**config.mk**
```make
export PLATFORM = sky130hd
export DESIGN_NAME = system_clock_config
export DESIGN_NICKNAME = d
export VERILOG_FILES = /design/src/include/clock_config_pkg.sv /design/src/rtl/system_clock_config.sv
export VERILOG_INCLUDE_DIRS = /design/src /design/src/include
export SDC_FILE = /design/constraint.sdc
export NUM_CORES = 1
export LEC_CHECK = 0
export BUFFER_PORTS_ARGS = -buffer_cell sky130_fd_sc_hd__buf_4
export CORE_ASPECT_RATIO = 2
export CORE_MARGIN = 3
export CORE_UTILIZATION = 35
export CTS_CLUSTER_DIAMETER = 120
export DETAILED_ROUTE_END_ITERATION = 7
export PLACE_DENSITY_LB_ADDON = 0.05
export SLEW_MARGIN = 20
export SYNTH_ARGS = -nofsm -noshare
export SYNTH_HDL_FRONTEND = slang
export SYNTH_SLANG_ARGS = --single-unit
export TNS_END_PERCENT = 20
```
**constraint.sdc**
```tcl
create_clock -name clk -period 2.6 [get_ports clk]
set_input_delay 0.52 -clock clk [delete_from_list [all_inputs] [get_ports clk]]
set_output_delay 0.52 -clock clk [all_outputs]
set_load 0.03 [all_outputs]
```
**src/include/clock_config_defs.svh**
```systemverilog
`ifndef CLOCK_CONFIG_DEFS_SVH
`define CLOCK_CONFIG_DEFS_SVH
`define OFS_USB_PLL_CONTROL 12'h010
`define OFS_USB_PLL_STATUS 12'h014
`define OFS_USB_PLL_SOURCE_SELECT 12'h048
`define OFS_USB_PLL_SOURCE_UPDATE 12'h04c
`define OFS_MAIN_SOURCE_SELECT 12'h070
`define OFS_MAIN_SOURCE_UPDATE 12'h074
`define OFS_BUS_CLOCK_GATING 12'h080
`define OFS_SSP0_DIVIDER 12'h094
`define OFS_UART_DIVIDER 12'h098
`define OFS_SSP1_DIVIDER 12'h09c
`define OFS_TRACE_DIVIDER 12'h0ac
`define OFS_TICK_DIVIDER 12'h0b0
`define OFS_USB_CLOCK_SOURCE_SELECT 12'h0c0
`define OFS_USB_CLOCK_SOURCE_UPDATE 12'h0c4
`define OFS_USB_CLOCK_DIVIDER 12'h0c8
`define OFS_WDT_SOURCE_SELECT 12'h0d0
`define OFS_WDT_SOURCE_UPDATE 12'h0d4
`define OFS_CLOCK_OUTPUT_PIN_SOURCE_SELECT 12'h0e0
`define OFS_CLOCK_OUTPUT_PIN_SOURCE_UPDATE 12'h0e4
`define OFS_BROWNOUT_CONTROL 12'h150
`define OFS_WAKE_ENABLE 12'h204
`define OFS_DEEP_SLEEP_POWER_CONFIG 12'h230
`define OFS_WAKE_POWER_CONFIG 12'h234
`define OFS_RUN_POWER_CONFIG 12'h238
`define OFS_IRQ_STATUS 12'h300
`define OFS_IRQ_MASK 12'h304
`define RST_BUS_CLOCK_GATING 32'h0000485f
`define RST_WAKE_POWER_CONFIG 32'h0000fdf0
`define RST_RUN_POWER_CONFIG 32'h0000edf0
`define BIT_GATE_USB 14
`define BIT_GATE_UART 12
`define USB_PD_MASK 32'h00000500
`define WAKE_ENABLE_SMALL_MASK 32'h00000000
`define IRQ_BROWNOUT 0
`define IRQ_MAIN_SWITCH 1
`define IRQ_UART_ORDER 2
`endif

```
**src/include/clock_config_pkg.sv**
```systemverilog
package clock_config_pkg;
  typedef enum logic [1:0] {
    MAIN_IRC = 2'b00,
    MAIN_PLL_IN = 2'b01,
    MAIN_WDT_OSC = 2'b10,
    MAIN_PLL_OUT = 2'b11
  } main_src_e;
  typedef enum logic [1:0] {
    OUT_IRC = 2'b00,
    OUT_SYS_OSC = 2'b01,
    OUT_WDT_OSC = 2'b10,
    OUT_MAIN = 2'b11
  } out_src_e;
endpackage

```
**src/rtl/system_clock_config.sv**
```systemverilog
// Local design decision: register access over Avalon-MM.
`timescale 1ns/1ps
`default_nettype none
`include "clock_config_defs.svh"
module system_clock_config
  import clock_config_pkg::*;
#(
  parameter bit HAS_USB = 1'b1,
  parameter bit LOW_POWER = 1'b0,
  parameter logic [31:0] WAKE_BONDED_MASK = 32'hffffffff
) (
  // clock and reset
  input wire logic clk,
  input wire logic sys_rst,
  // oscillator clocks and brownout level, sampled
  input wire logic sys_osc_in,
  input wire logic irc_osc_in,
  input wire logic wdt_osc_in,
  input wire logic pll_out_in,
  input wire logic brownout_level_in,
  // avalon-mm slave
  input wire logic [11:0] avs_address,
  input wire logic avs_read,
  input wire logic avs_write,
  input wire logic [31:0] avs_writedata,
  input wire logic [3:0] avs_byteenable,
  output logic [31:0] avs_readdata,
  output logic avs_waitrequest,
  output logic [1:0] avs_response,
  // clock outputs
  output logic main_clk_out,
  output logic [31:0] bus_clk_en,
  output logic uart_clk,
  output logic ssp0_clk,
  output logic ssp1_clk,
  output logic tick_clk,
  output logic trace_clk,
  output logic usb_clk,
  output logic wdt_clk,
  output logic clock_output_pin,
  // power and brownout
  output logic [31:0] run_pd,
  output logic [31:0] sleep_pd,
  output logic [31:0] wake_pd,
  output logic brownout_reset_out,
  output logic [31:0] wake_enable,
  output logic irq
);
  logic [2:0] sys_s, irc_s, wdt_s, pll_s, bod_s;
  logic sys_c, irc_c, wdt_c, pll_c, bod_c;
  always_ff @(posedge clk) begin
    sys_s <= {sys_s[1:0], sys_osc_in};
    irc_s <= {irc_s[1:0], irc_osc_in};
    wdt_s <= {wdt_s[1:0], wdt_osc_in};
    pll_s <= {pll_s[1:0], pll_out_in};
    bod_s <= {bod_s[1:0], brownout_level_in};
  end
  // change counted once stages two and three agree
  always_ff @(posedge clk) begin
    if (sys_s[1] == sys_s[2]) sys_c <= sys_s[2];
    if (irc_s[1] == irc_s[2]) irc_c <= irc_s[2];
    if (wdt_s[1] == wdt_s[2]) wdt_c <= wdt_s[2];
    if (pll_s[1] == pll_s[2]) pll_c <= pll_s[2];
    if (bod_s[1] == bod_s[2]) bod_c <= bod_s[2];
  end
  logic [1:0] main_sel_reg, main_act_reg, usbpll_sel_reg, usbpll_act_reg;
  logic [1:0] usb_sel_reg, usb_act_reg, wdt_sel_reg, wdt_act_reg, out_sel_reg, out_act_reg;
  logic main_upd_reg, usbpll_upd_reg, usb_upd_reg, wdt_upd_reg, out_upd_reg;
  logic [31:0] gate_reg, usbpll_ctl_reg, sleep_reg, wake_reg, run_reg, wake_en_reg;
  logic [7:0] div_uart_reg, div_ssp0_reg, div_ssp1_reg, div_tick_reg, div_trace_reg, div_usb_reg;
  logic [3:0] bod_ctl_reg;
  logic [2:0] irq_stat_reg, irq_mask_reg;
  logic wr, rd, ack_reg, uart_gate_old;
  logic [31:0] wmask;
  assign wr = avs_write && !ack_reg && avs_byteenable == 4'hf && avs_address[1:0] == 2'b00;
  assign rd = avs_read && !ack_reg;
  assign wmask = HAS_USB ? 32'hffffffff : ~`USB_PD_MASK;
  always_ff @(posedge clk) begin
    if (sys_rst) begin
      ack_reg <= 1'b0;
    end else begin
      ack_reg <= (avs_read || avs_write) && !ack_reg;
    end
  end
  always_ff @(posedge clk) begin
    if (sys_rst) begin
      main_sel_reg <= 2'h0;
      usbpll_sel_reg <= 2'h0;
      usb_sel_reg <= 2'h0;
      wdt_sel_reg <= 2'h0;
      out_sel_reg <= 2'h0;
      main_upd_reg <= 1'b0;
      usbpll_upd_reg <= 1'b0;
      usb_upd_reg <= 1'b0;
      wdt_upd_reg <= 1'b0;
      out_upd_reg <= 1'b0;
      usbpll_ctl_reg <= 32'h0;
      gate_reg <= `RST_BUS_CLOCK_GATING;
      sleep_reg <= 32'h0;
      wake_reg <= `RST_WAKE_POWER_CONFIG;
      run_reg <= `RST_RUN_POWER_CONFIG;
      wake_en_reg <= 32'h0;
      div_uart_reg <= 8'h0;
      div_ssp0_reg <= 8'h0;
      div_ssp1_reg <= 8'h0;
      div_tick_reg <= 8'h0;
      div_trace_reg <= 8'h0;
      div_usb_reg <= 8'h0;
      bod_ctl_reg <= 4'h0;
      irq_mask_reg <= 3'h0;
    end else if (wr) begin
      unique case (avs_address)
        `OFS_MAIN_SOURCE_SELECT: main_sel_reg <= avs_writedata[1:0];
        `OFS_MAIN_SOURCE_UPDATE: main_upd_reg <= avs_writedata[0];
        `OFS_WDT_SOURCE_SELECT: wdt_sel_reg <= avs_writedata[1:0];
        `OFS_WDT_SOURCE_UPDATE: wdt_upd_reg <= avs_writedata[0];
        `OFS_CLOCK_OUTPUT_PIN_SOURCE_SELECT: out_sel_reg <= avs_writedata[1:0];
        `OFS_CLOCK_OUTPUT_PIN_SOURCE_UPDATE: out_upd_reg <= avs_writedata[0];
        `OFS_USB_PLL_CONTROL: if (HAS_USB) usbpll_ctl_reg <= avs_writedata;
        `OFS_USB_PLL_SOURCE_SELECT: if (HAS_USB) usbpll_sel_reg <= avs_writedata[1:0];
        `OFS_USB_PLL_SOURCE_UPDATE: if (HAS_USB) usbpll_upd_reg <= avs_writedata[0];
        `OFS_USB_CLOCK_SOURCE_SELECT: if (HAS_USB) usb_sel_reg <= avs_writedata[1:0];
        `OFS_USB_CLOCK_SOURCE_UPDATE: if (HAS_USB) usb_upd_reg <= avs_writedata[0];
        `OFS_USB_CLOCK_DIVIDER: if (HAS_USB) div_usb_reg <= avs_writedata[7:0];
        `OFS_BUS_CLOCK_GATING: gate_reg <= HAS_USB ? avs_writedata : (avs_writedata & ~(32'h1 << `BIT_GATE_USB));
        `OFS_UART_DIVIDER: div_uart_reg <= avs_writedata[7:0];
        `OFS_SSP0_DIVIDER: div_ssp0_reg <= avs_writedata[7:0];
        `OFS_SSP1_DIVIDER: div_ssp1_reg <= avs_writedata[7:0];
        `OFS_TICK_DIVIDER: div_tick_reg <= avs_writedata[7:0];
        `OFS_TRACE_DIVIDER: div_trace_reg <= avs_writedata[7:0];
        `OFS_BROWNOUT_CONTROL: bod_ctl_reg <= LOW_POWER ? avs_writedata[3:0] : {2'b00, avs_writedata[3:2]};
        `OFS_WAKE_ENABLE: wake_en_reg <= avs_writedata & WAKE_BONDED_MASK;
        `OFS_DEEP_SLEEP_POWER_CONFIG: sleep_reg <= avs_writedata & wmask;
        `OFS_WAKE_POWER_CONFIG: wake_reg <= (avs_writedata & wmask) | (`RST_WAKE_POWER_CONFIG & ~wmask);
        `OFS_RUN_POWER_CONFIG: run_reg <= (avs_writedata & wmask) | (`RST_RUN_POWER_CONFIG & ~wmask);
        `OFS_IRQ_MASK: irq_mask_reg <= avs_writedata[2:0];
        default: ;
      endcase
    end
  end
  // select applied on update rising edge
  logic main_upd_d, usbpll_upd_d, usb_upd_d, wdt_upd_d, out_upd_d;
  always_ff @(posedge clk) begin
    if (sys_rst) begin
      main_upd_d <= 1'b0;
      usbpll_upd_d <= 1'b0;
      usb_upd_d <= 1'b0;
      wdt_upd_d <= 1'b0;
      out_upd_d <= 1'b0;
      main_act_reg <= MAIN_IRC;
      usbpll_act_reg <= 2'h0;
      usb_act_reg <= 2'h0;
      wdt_act_reg <= 2'h0;
      out_act_reg <= OUT_IRC;
    end else begin
      main_upd_d <= main_upd_reg;
      usbpll_upd_d <= usbpll_upd_reg;
      usb_upd_d <= usb_upd_reg;
      wdt_upd_d <= wdt_upd_reg;
      out_upd_d <= out_upd_reg;
      if (main_upd_reg && !main_upd_d) main_act_reg <= main_sel_reg;
      if (usbpll_upd_reg && !usbpll_upd_d) usbpll_act_reg <= usbpll_sel_reg;
      if (usb_upd_reg && !usb_upd_d) usb_act_reg <= usb_sel_reg;
      if (wdt_upd_reg && !wdt_upd_d) wdt_act_reg <= wdt_sel_reg;
      if (out_upd_reg && !out_upd_d) out_act_reg <= out_sel_reg;
    end
  end
  logic main_c, usb_src, wdt_src, out_src;
  always_comb begin
    unique case (main_src_e'(main_act_reg))
      MAIN_IRC: main_c = irc_c;
      MAIN_PLL_IN: main_c = sys_c;
      MAIN_WDT_OSC: main_c = wdt_c;
      MAIN_PLL_OUT: main_c = pll_c;
    endcase
  end
  assign usb_src = usb_act_reg[0] ? main_c : (usbpll_act_reg[0] ? irc_c : sys_c);
  assign wdt_src = (wdt_act_reg == 2'h0) ? irc_c : ((wdt_act_reg == 2'h1) ? main_c : wdt_c);
  always_comb begin
    unique case (out_src_e'(out_act_reg))
      OUT_IRC: out_src = irc_c;
      OUT_SYS_OSC: out_src = sys_c;
      OUT_WDT_OSC: out_src = wdt_c;
      OUT_MAIN: out_src = main_c;
    endcase
  end
  // per-peripheral dividers, zero stops the clock
  logic [7:0] src_sel [6];
  logic [6:0] div_q, src_vec, src_d;
  logic [7:0] cnt [7];
  assign src_sel[0] = div_uart_reg;
  assign src_sel[1] = div_ssp0_reg;
  assign src_sel[2] = div_ssp1_reg;
  assign src_sel[3] = div_tick_reg;
  assign src_sel[4] = div_trace_reg;
  assign src_sel[5] = HAS_USB ? div_usb_reg : 8'h0;
  assign src_vec = {wdt_src, usb_src, main_c, main_c, main_c, main_c, main_c};
  always_ff @(posedge clk) begin
    if (sys_rst) src_d <= 7'h0;
    else src_d <= src_vec;
  end
  genvar g;
  generate
    for (g = 0; g < 7; g++) begin : gen_div
      logic [7:0] dv;
      assign dv = (g == 6) ? 8'h1 : src_sel[(g == 6) ? 0 : g];
      always_ff @(posedge clk) begin
        if (sys_rst || dv == 8'h0) begin
          cnt[g] <= 8'h0;
          div_q[g] <= 1'b0;
        end else if (src_vec[g] && !src_d[g]) begin
          if (cnt[g] + 8'h1 >= dv) begin
            cnt[g] <= 8'h0;
            div_q[g] <= ~div_q[g];
          end else begin
            cnt[g] <= cnt[g] + 8'h1;
          end
        end
      end
    end
  endgenerate
  // brownout: level compare via synchronised trip
  logic bod_irq_d;
  always_ff @(posedge clk) begin
    if (sys_rst) begin
      brownout_reset_out <= 1'b0;
      bod_irq_d <= 1'b0;
    end else begin
      brownout_reset_out <= bod_c && bod_ctl_reg[1:0] == 2'h0 && bod_ctl_reg[3:2] != 2'h3;
      bod_irq_d <= bod_c;
    end
  end
  // sticky events, set wins over clear
  logic [2:0] ev;
  assign ev[`IRQ_BROWNOUT] = bod_c && !bod_irq_d;
  assign ev[`IRQ_MAIN_SWITCH] = main_upd_reg && !main_upd_d;
  // flags uart gate turned on, order check left to software
  assign ev[`IRQ_UART_ORDER] = gate_reg[`BIT_GATE_UART] && !uart_gate_old;
  always_ff @(posedge clk) begin
    if (sys_rst) begin
      irq_stat_reg <= 3'h0;
      uart_gate_old <= 1'b0;
    end else begin
      uart_gate_old <= gate_reg[`BIT_GATE_UART];
      irq_stat_reg <= (irq_stat_reg & ~((wr && avs_address == `OFS_IRQ_STATUS) ? avs_writedata[2:0] : 3'h0)) | ev;
    end
  end
  logic [31:0] rdata;
  logic mapped;
  always_comb begin
    rdata = 32'h0;
    mapped = 1'b1;
    unique case (avs_address)
      `OFS_MAIN_SOURCE_SELECT: rdata = {30'h0, main_sel_reg};
      `OFS_MAIN_SOURCE_UPDATE: rdata = {31'h0, main_upd_reg};
      `OFS_WDT_SOURCE_SELECT: rdata = {30'h0, wdt_sel_reg};
      `OFS_WDT_SOURCE_UPDATE: rdata = {31'h0, wdt_upd_reg};
      `OFS_CLOCK_OUTPUT_PIN_SOURCE_SELECT: rdata = {30'h0, out_sel_reg};
      `OFS_CLOCK_OUTPUT_PIN_SOURCE_UPDATE: rdata = {31'h0, out_upd_reg};
      `OFS_USB_PLL_CONTROL: rdata = usbpll_ctl_reg;
      `OFS_USB_PLL_STATUS: rdata = {31'h0, HAS_USB & pll_c};
      `OFS_USB_PLL_SOURCE_SELECT: rdata = {30'h0, usbpll_sel_reg};
      `OFS_USB_PLL_SOURCE_UPDATE: rdata = {31'h0, usbpll_upd_reg};
      `OFS_USB_CLOCK_SOURCE_SELECT: rdata = {30'h0, usb_sel_reg};
      `OFS_USB_CLOCK_SOURCE_UPDATE: rdata = {31'h0, usb_upd_reg};
      `OFS_USB_CLOCK_DIVIDER: rdata = {24'h0, div_usb_reg};
      `OFS_BUS_CLOCK_GATING: rdata = gate_reg;
      `OFS_UART_DIVIDER: rdata = {24'h0, div_uart_reg};
      `OFS_SSP0_DIVIDER: rdata = {24'h0, div_ssp0_reg};
      `OFS_SSP1_DIVIDER: rdata = {24'h0, div_ssp1_reg};
      `OFS_TICK_DIVIDER: rdata = {24'h0, div_tick_reg};
      `OFS_TRACE_DIVIDER: rdata = {24'h0, div_trace_reg};
      `OFS_BROWNOUT_CONTROL: rdata = {28'h0, bod_ctl_reg};
      `OFS_WAKE_ENABLE: rdata = wake_en_reg;
      `OFS_DEEP_SLEEP_POWER_CONFIG: rdata = sleep_reg;
      `OFS_WAKE_POWER_CONFIG: rdata = wake_reg;
      `OFS_RUN_POWER_CONFIG: rdata = run_reg;
      `OFS_IRQ_STATUS: rdata = {29'h0, irq_stat_reg};
      `OFS_IRQ_MASK: rdata = {29'h0, irq_mask_reg};
      default: mapped = 1'b0;
    endcase
  end
  // answer one cycle after request; unmapped reads zero with slave error
  always_ff @(posedge clk) begin
    if (sys_rst) begin
      avs_readdata <= 32'h0;
      avs_response <= 2'b00;
      avs_waitrequest <= 1'b1;
    end else begin
      avs_waitrequest <= !((avs_read || avs_write) && !ack_reg);
      avs_readdata <= rd ? rdata : 32'h0;
      avs_response <= ((avs_read || avs_write) && !ack_reg && !mapped) ? 2'b10 : 2'b00;
    end
  end
  // rc power bit is software's duty; outputs straight from flops
  always_ff @(posedge clk) begin
    if (sys_rst) begin
      main_clk_out <= 1'b0;
      bus_clk_en <= `RST_BUS_CLOCK_GATING;
      uart_clk <= 1'b0;
      ssp0_clk <= 1'b0;
      ssp1_clk <= 1'b0;
      tick_clk <= 1'b0;
      trace_clk <= 1'b0;
      usb_clk <= 1'b0;
      wdt_clk <= 1'b0;
      clock_output_pin <= 1'b0;
      run_pd <= `RST_RUN_POWER_CONFIG;
      sleep_pd <= 32'h0;
      wake_pd <= `RST_WAKE_POWER_CONFIG;
      wake_enable <= 32'h0;
      irq <= 1'b0;
    end else begin
      main_clk_out <= main_c;
      bus_clk_en <= gate_reg;
      uart_clk <= div_q[0] & gate_reg[`BIT_GATE_UART];
      ssp0_clk <= div_q[1];
      ssp1_clk <= div_q[2];
      tick_clk <= div_q[3];
      trace_clk <= div_q[4];
      usb_clk <= div_q[5];
      wdt_clk <= div_q[6];
      clock_output_pin <= out_src;
      run_pd <= run_reg;
      sleep_pd <= sleep_reg;
      wake_pd <= wake_reg;
      wake_enable <= wake_en_reg;
      irq <= |(irq_stat_reg & irq_mask_reg);
    end
  end
endmodule
`default_nettype wire

```
==> results_dict.tcl, run 1 <==
set metrics [dict create \
    wl_per_cell_um 21.4 \
    max_cap_violations 0 \
    worstSetupStartpointType "register" \
    leakagePower_nw 10.7 \
    synthCells 2453 \
    dp_slack_ps -229 \
    netlist.area_leader.share_pct 44.8 \
    r2r_setup_slack_ps 110 \
    dr.first_iter.drc_count 1250 \
    skew_ps 27.7 \
    synth_area_per_cell_um2 9.23 \
    cts_buffer_depth 3 \
    tightestPinTransition_ps 756 \
    drtAntennaViolNets 0 \
    combPwrFrac_pct 3.3 \
    synth.distinct_cells 79 \
    port_buffers 261 \
    maxSlewViolCount 0 \
    placed_area_um2 26000 \
    antenna_found_initial 1 \
    cts-htree-levels 2 \
    numClockSinks 568 \
    min_period_ps 2490 \
    worstSkewPairLatency_ps 610 \
    power_mw 17.6 \
    dieWidth_um 186 \
    vias 18500 \
    drt_wl_total_mm 76.4 \
    grt_pass1_vias 18500 \
    reg2reg_to "cnt[1][3]" \
    diodes 0 \
    slew_headroom_pct 49.4 \
    largest_register "cnt" \
    place.gp.congestion 0.934 \
    path_max_fanout 8 \
    clock_power_share_pct 46.1 \
    grt_max_degree 113 \
    grt_usage_pct 21.8 \
    synthArstFlopShare_pct 0 \
    min_period_over_period_pct 95.7 \
    final_nets 2849 \
    area_delta_synth_final_pct 23.8 \
    worst_ep_required_time_ps 3070 \
    hold_violations 0 \
    ys_top_cells_by_area "dfxtp_1, nand2_1, edfxtp_1" \
    min_path_cells 1 \
    hold_slack_ps 35.4 \
    peakVddDrop_uv 429 \
    final_cell_count_no_fill 3576 \
    coreArea_um2 63900 \
    utilization_pct 43.9 \
    grt_first_pass_wirelength_mm 114 \
    synth-edff-count 61 \
    grt-ovfl-total 0 \
    fillers 6256 \
    largest_register_ffs 56 \
    crit_type "reg2reg" \
    drt-pass1-iter-count 6 \
    drcViolationCount 0 \
    core.rowCount 131 \
    cts_root_buffer "clkbuf_16" \
    io_pins 263 \
    avgViaCountPerCell 5.18 \
    p_int_mw 13.6 \
    start_util_pct 35.4 \
    setup_viol 0 \
    worst_slack_ps 112 \
    yosys_warnings 0 \
    arrival_ps 2960 \
    worstHoldStart "irc_osc_in" \
    reg2reg_from "cnt[1][0]" \
    cts_made_buffers 52 \
    synth_ff_type "dfxtp_1" \
    die_h_um 366 \
    outcome "finished, final reports clean" \
    synth_seq_cells 568 \
    power_switching_mw 3.95 \
    r2r_cells 10 \
    synth_seq_area_share_pct 52.9 \
    finalInstanceArea_um2 28000 \
    drive_above_1_share_pct 20.8 \
    clk_pin_slew_ps 60 \
    hold_end "irc_s[0]" \
    cts_tree "done" \
    dieArea_um2 68000 \
    swShare_pct 22.5 \
    synth_area_um2 22600 \
    rsz0062_at_grt "true" \
    hp-class "in2reg" \
    seq_power_share_pct 50.6 \
    synth_area_leader_cell "dfxtp_1" \
    dp_hpwl_mm 55.2 \
    dp.cells 3468 \
    end_kind "register" \
    clock.fmax_ghz 0.402 \
    p_per_area_nw_per_um2 628 \
    fin_setup_tns_ps 0 \
]
cell usage after synthesis (30+ instances only):
library cell  instances
mux2_2               30
nor2b_1             193
a21oi_1             244
or2_2                30
nand2_1             529
ha_1                 57
clkbuf_1             96
inv_1                56
nand3b_1             33
nand3_1              68
edfxtp_1             61
nor2_1               97
a22oi_1              56
a31oi_1              38
mux2i_1              35
dfxtp_1             507
buf_2                44
layer usage:
metal | wire length, µm | global-route usage, %
met1 | 29300 | 24.7
met2 | 39800 | 40.2
met3 | 3380 | 2.42
met4 | 3880 | 10.2
met5 | 0 | 0
how the worst max path moves through the flow:
stage / start / to / slack, ps
2_1_floorplan: cnt[5][0] / cnt[5][2] / 280
3_3_place_gp: avs_address[1] / avs_readdata[4] / -250
3_5_place_dp: avs_address[1] / avs_readdata[4] / -230
4_1_cts: cnt[1][0] / cnt[1][5] / 1
5_1_grt: cnt[1][0] / cnt[1][3] / -40
6_report: cnt[1][0] / cnt[1][3] / 110
cell type report:
cell class	count	area, µm²	area share [%]
Sequential cell	568	12000	42.7
Multi-Input combinational cell	1674	9880	35.2
Timing Repair Buffer	383	3160	11.3
Clock buffer	60	1390	4.97
Tap cell	798	998	3.56
Clock inverter	37	412	1.47
Inverter	56	210	0.750
timing repair:
| item | 4_1_cts | 5_1_grt |
|---|---|---|
| hold endpoints to repair | 2 | 0 |
| hold buffers | 2 | 0 |
| resized for setup | 0 | 21 |
| setup buffers | 0 | 9 |
| endpoints found under the setup margin | 0 | 49 |
cells by family after synthesis:
family / synth area share (%)
other: 0.0166
AND/OR/NAND/NOR: 23.0
AO/OA/AOI/OAI: 11.8
multiplexers: 3.24
adder cells (fa/ha/maj): 3.15
XOR/XNOR: 1.74
buffers and inverters: 4.20
flip-flops: 52.9
power by group through the flow:
| stage | combinational, mW | clock, mW | sequential [mW] |
|---|---|---|---|
| floorplan | 0.285 | 0 | 9.11 |
| global placement | 0.576 | 0 | 9.10 |
| detailed placement | 0.579 | 0 | 9.10 |
| CTS | 0.583 | 8.35 | 8.90 |
| global route | 0.620 | 8.64 | 8.90 |
| finish | 0.580 | 8.12 | 8.91 |
worst max-delay path, stage by stage (launching register included):
cell	delay [ps]
edfxtp_1	430
and3_4	220
nand3_4	90
xnor2_2	150
ha_1	330
a2111o_1	360
a31oi_1	170
o21a_1	200
o211ai_1	100
buf_4	190
nor2b_1	110
placed cells by master (no fill, tap or decap), types with 7 or more instances in the layout:
cell       count
buf_4        358
a31oi_1       38
xnor2_1       21
ha_1          54
mux2_2        30
and3_1        12
mux2i_1       35
bufinv_16      7
conb_1         7
nor2b_1      191
a22oi_1       56
or2_2         30
edfxtp_1      61
dfxtp_1      507
a221oi_1      13
nand2_1      529
nor4_1        17
clkinv_2      16
nor3_1        11
nor2_1        93
o21a_1        10
buf_12        22
nand3_1       62
clkbuf_16     54
xor2_1        20
nand3b_1      33
o21ai_0       10
nand2b_1      10
inv_1         56
a21oi_1      244
Note: power is estimated with default switching activity, not from simulation.
==> run 2, diff against run 1 <==
ABC_AREA = 1   (was unset)
==> results_dict.tcl, run 2 <==
set metrics [dict create \
    outcome "finished, final reports clean" \
    synth.most_common_cell "dfxtp_1" \
    tightestPinTransition_ps 750 \
    maxSlewViolCount 0 \
    r2r_cells 13 \
    min_period_ps 2440 \
    avgViaCountPerCell 5.01 \
    yosys_warnings 0 \
    peakVddDrop_uv 456 \
    fin_setup_tns_ps 0 \
    drt_wl_total_mm 83.0 \
    final_nets 3151 \
    start_util_pct 35.4 \
    area_delta_synth_final_pct 23.4 \
    io_pins 263 \
    synth_area_um2 22500 \
    final_common_cell "dfxtp_1" \
    worstSetupStartpointType "register" \
    dieWidth_um 185 \
    setup_viol 0 \
    min_path_cells 3 \
    min_period_over_period_pct 93.9 \
    synthCells 2723 \
    worst_ep_required_time_ps 2960 \
    seq_power_share_pct 51.6 \
    drcViolationCount 0 \
    slew_headroom_pct 50.0 \
    reg2reg_from "cnt[2][0]" \
    crit_type "reg2reg" \
    place.gp.congestion 0.917 \
    drt-pass1-iter-count 6 \
    final_cell_mix "dfxtp_1, nor2_1, buf_4, inv_1, nand2_1" \
    combPwrFrac_pct 3.7 \
    path_max_fanout 7 \
    finalInstanceArea_um2 27800 \
    rsz0062_at_grt "true" \
    cts_made_buffers 52 \
    grt_max_degree 109 \
    hp-class "in2reg" \
    numClockSinks 568 \
    ys_top_cells_by_area "dfxtp_1, edfxtp_1, nor2_1" \
    arrival_ps 2800 \
    power_switching_mw 4.04 \
    synthTopCellsByCount "dfxtp_1, nor2_1, inv_1" \
    synthArstFlopShare_pct 0 \
    worstHoldStart "avs_writedata[20]" \
    vias 19400 \
    wl_per_cell_um 21.4 \
    drtAntennaViolNets 0 \
    synth-edff-count 61 \
    dieArea_um2 67700 \
    power_mw 17.3 \
    clock.fmax_ghz 0.410 \
    cts_tree "done" \
    largest_register "cnt" \
    hold_violations 0 \
    antenna_found_initial 3 \
    hold_slack_ps 209 \
    p_per_area_nw_per_um2 621 \
    synth_seq_area_share_pct 53.1 \
    dp.cells 3756 \
    placed_area_um2 25800 \
    synth_area_leader_cell "dfxtp_1" \
    synth_seq_cells 568 \
    die_h_um 365 \
    hold_end "usbpll_ctl_reg[20]" \
    end_kind "register" \
    r2r_setup_slack_ps 160 \
    core.rowCount 131 \
    cts-htree-levels 2 \
    synth_ff_type "dfxtp_1" \
    cts_buffer_depth 3 \
    grt_usage_pct 23.9 \
    clock_power_share_pct 44.7 \
    largest_register_ffs 56 \
    dr.first_iter.drc_count 1296 \
    cts_root_buffer "clkbuf_16" \
    clk_pin_slew_ps 70 \
    reg2reg_to "cnt[2][6]" \
    netlist.area_leader.share_pct 45.0 \
    synth.distinct_cells 49 \
    leakagePower_nw 12.0 \
    port_buffers 261 \
    p_int_mw 13.2 \
    grt_pass1_vias 19000 \
    swShare_pct 23.4 \
    worstSkewPairLatency_ps 620 \
    drive_above_1_share_pct 18.3 \
    synth_area_per_cell_um2 8.28 \
    dp_hpwl_mm 63.0 \
    coreArea_um2 63800 \
    skew_ps 29.9 \
    grt-ovfl-total 0 \
    max_cap_violations 0 \
    final_cell_count_no_fill 3874 \
    grt_first_pass_wirelength_mm 121 \
]
## run 2: per-stage QoR
stage	util, %	worst slack [ps]
3_5_place_dp	40.4	-16.0
4_1_cts	43.1	11.0
3_3_place_gp	40.4	30.6
2_1_floorplan	-	319
6_report	43.6	159
5_1_grt	43.6	-51.6
## run 2: worst max-delay path, stage by stage, from the launching register on
cell      delay [ps]
edfxtp_1         440
ha_1             250
nand3_1          110
nand3b_1         160
xor2_2           170
inv_1             60
ha_1             270
nand2_1           60
nor2_1           150
nand4_1          110
nand4_1          140
nor2_1            90
inv_2            110
nor2_1            60
## run 2: worst max-delay path by stage
stage / from / end / slack, ps
floorplan: cnt[5][0] / cnt[5][7] / 320
global placement: cnt[3][0] / cnt[3][4] / 30
detailed placement: cnt[3][0] / cnt[3][2] / -20
CTS: cnt[1][0] / cnt[1][2] / 10
global route: cnt[5][0] / cnt[5][3] / -50
finish: cnt[2][0] / cnt[2][6] / 160
## run 2: timing repair
action                                  in CTS  in global routing
hold endpoints to repair                     5                  0
hold buffers                                 5                  0
resized for setup                            2                 40
pin swaps                                    0                 21
setup buffers                                0                 20
endpoints found under the setup margin       8                 51
## run 2: cell families (layout without fill, tap and decap cells)
| group | count (synthesis) | count (layout) | share of synthesized area (%) |
|---|---|---|---|
| flip-flops | 568 | 568 | 53.1 |
| AO/OA/AOI/OAI | 635 | 635 | 15.3 |
| adder cells (fa/ha/maj) | 57 | 57 | 3.16 |
| AND/OR/NAND/NOR | 933 | 933 | 18.2 |
| buffers and inverters | 489 | 835 | 8.61 |
| other | 1 | 8 | 0.0166 |
| XOR/XNOR | 40 | 40 | 1.55 |
## run 2: power by group through the flow
stage / Clock (mW) / Combinational (mW) / Sequential [mW]
floorplan: 0 / 0.295 / 9.11
global placement: 0 / 0.639 / 9.11
detailed placement: 0 / 0.643 / 9.11
CTS: 7.95 / 0.650 / 8.91
global route: 8.21 / 0.699 / 8.91
finish: 7.71 / 0.647 / 8.91
## run 2: metal layers
layer  vias up  track usage [%]  part of all wire, %
li1       9523                -                    -
met1      9103             25.6                   36
met2       606             45.9                   54
met3       157             2.74                  4.7
met4         2             11.2                  5.3
met5         -                0               0.0084
## run 2: final cells by class
type | count | area (µm²)
Antenna cell | 1 | 2.50
Clock buffer | 68 | 1450
Clock inverter | 24 | 216
Fill cell | 6401 | 35900
Inverter | 368 | 1390
Multi-Input combinational cell | 1672 | 8820
Sequential cell | 568 | 12000
Tap cell | 798 | 998
Timing Repair Buffer | 375 | 2960
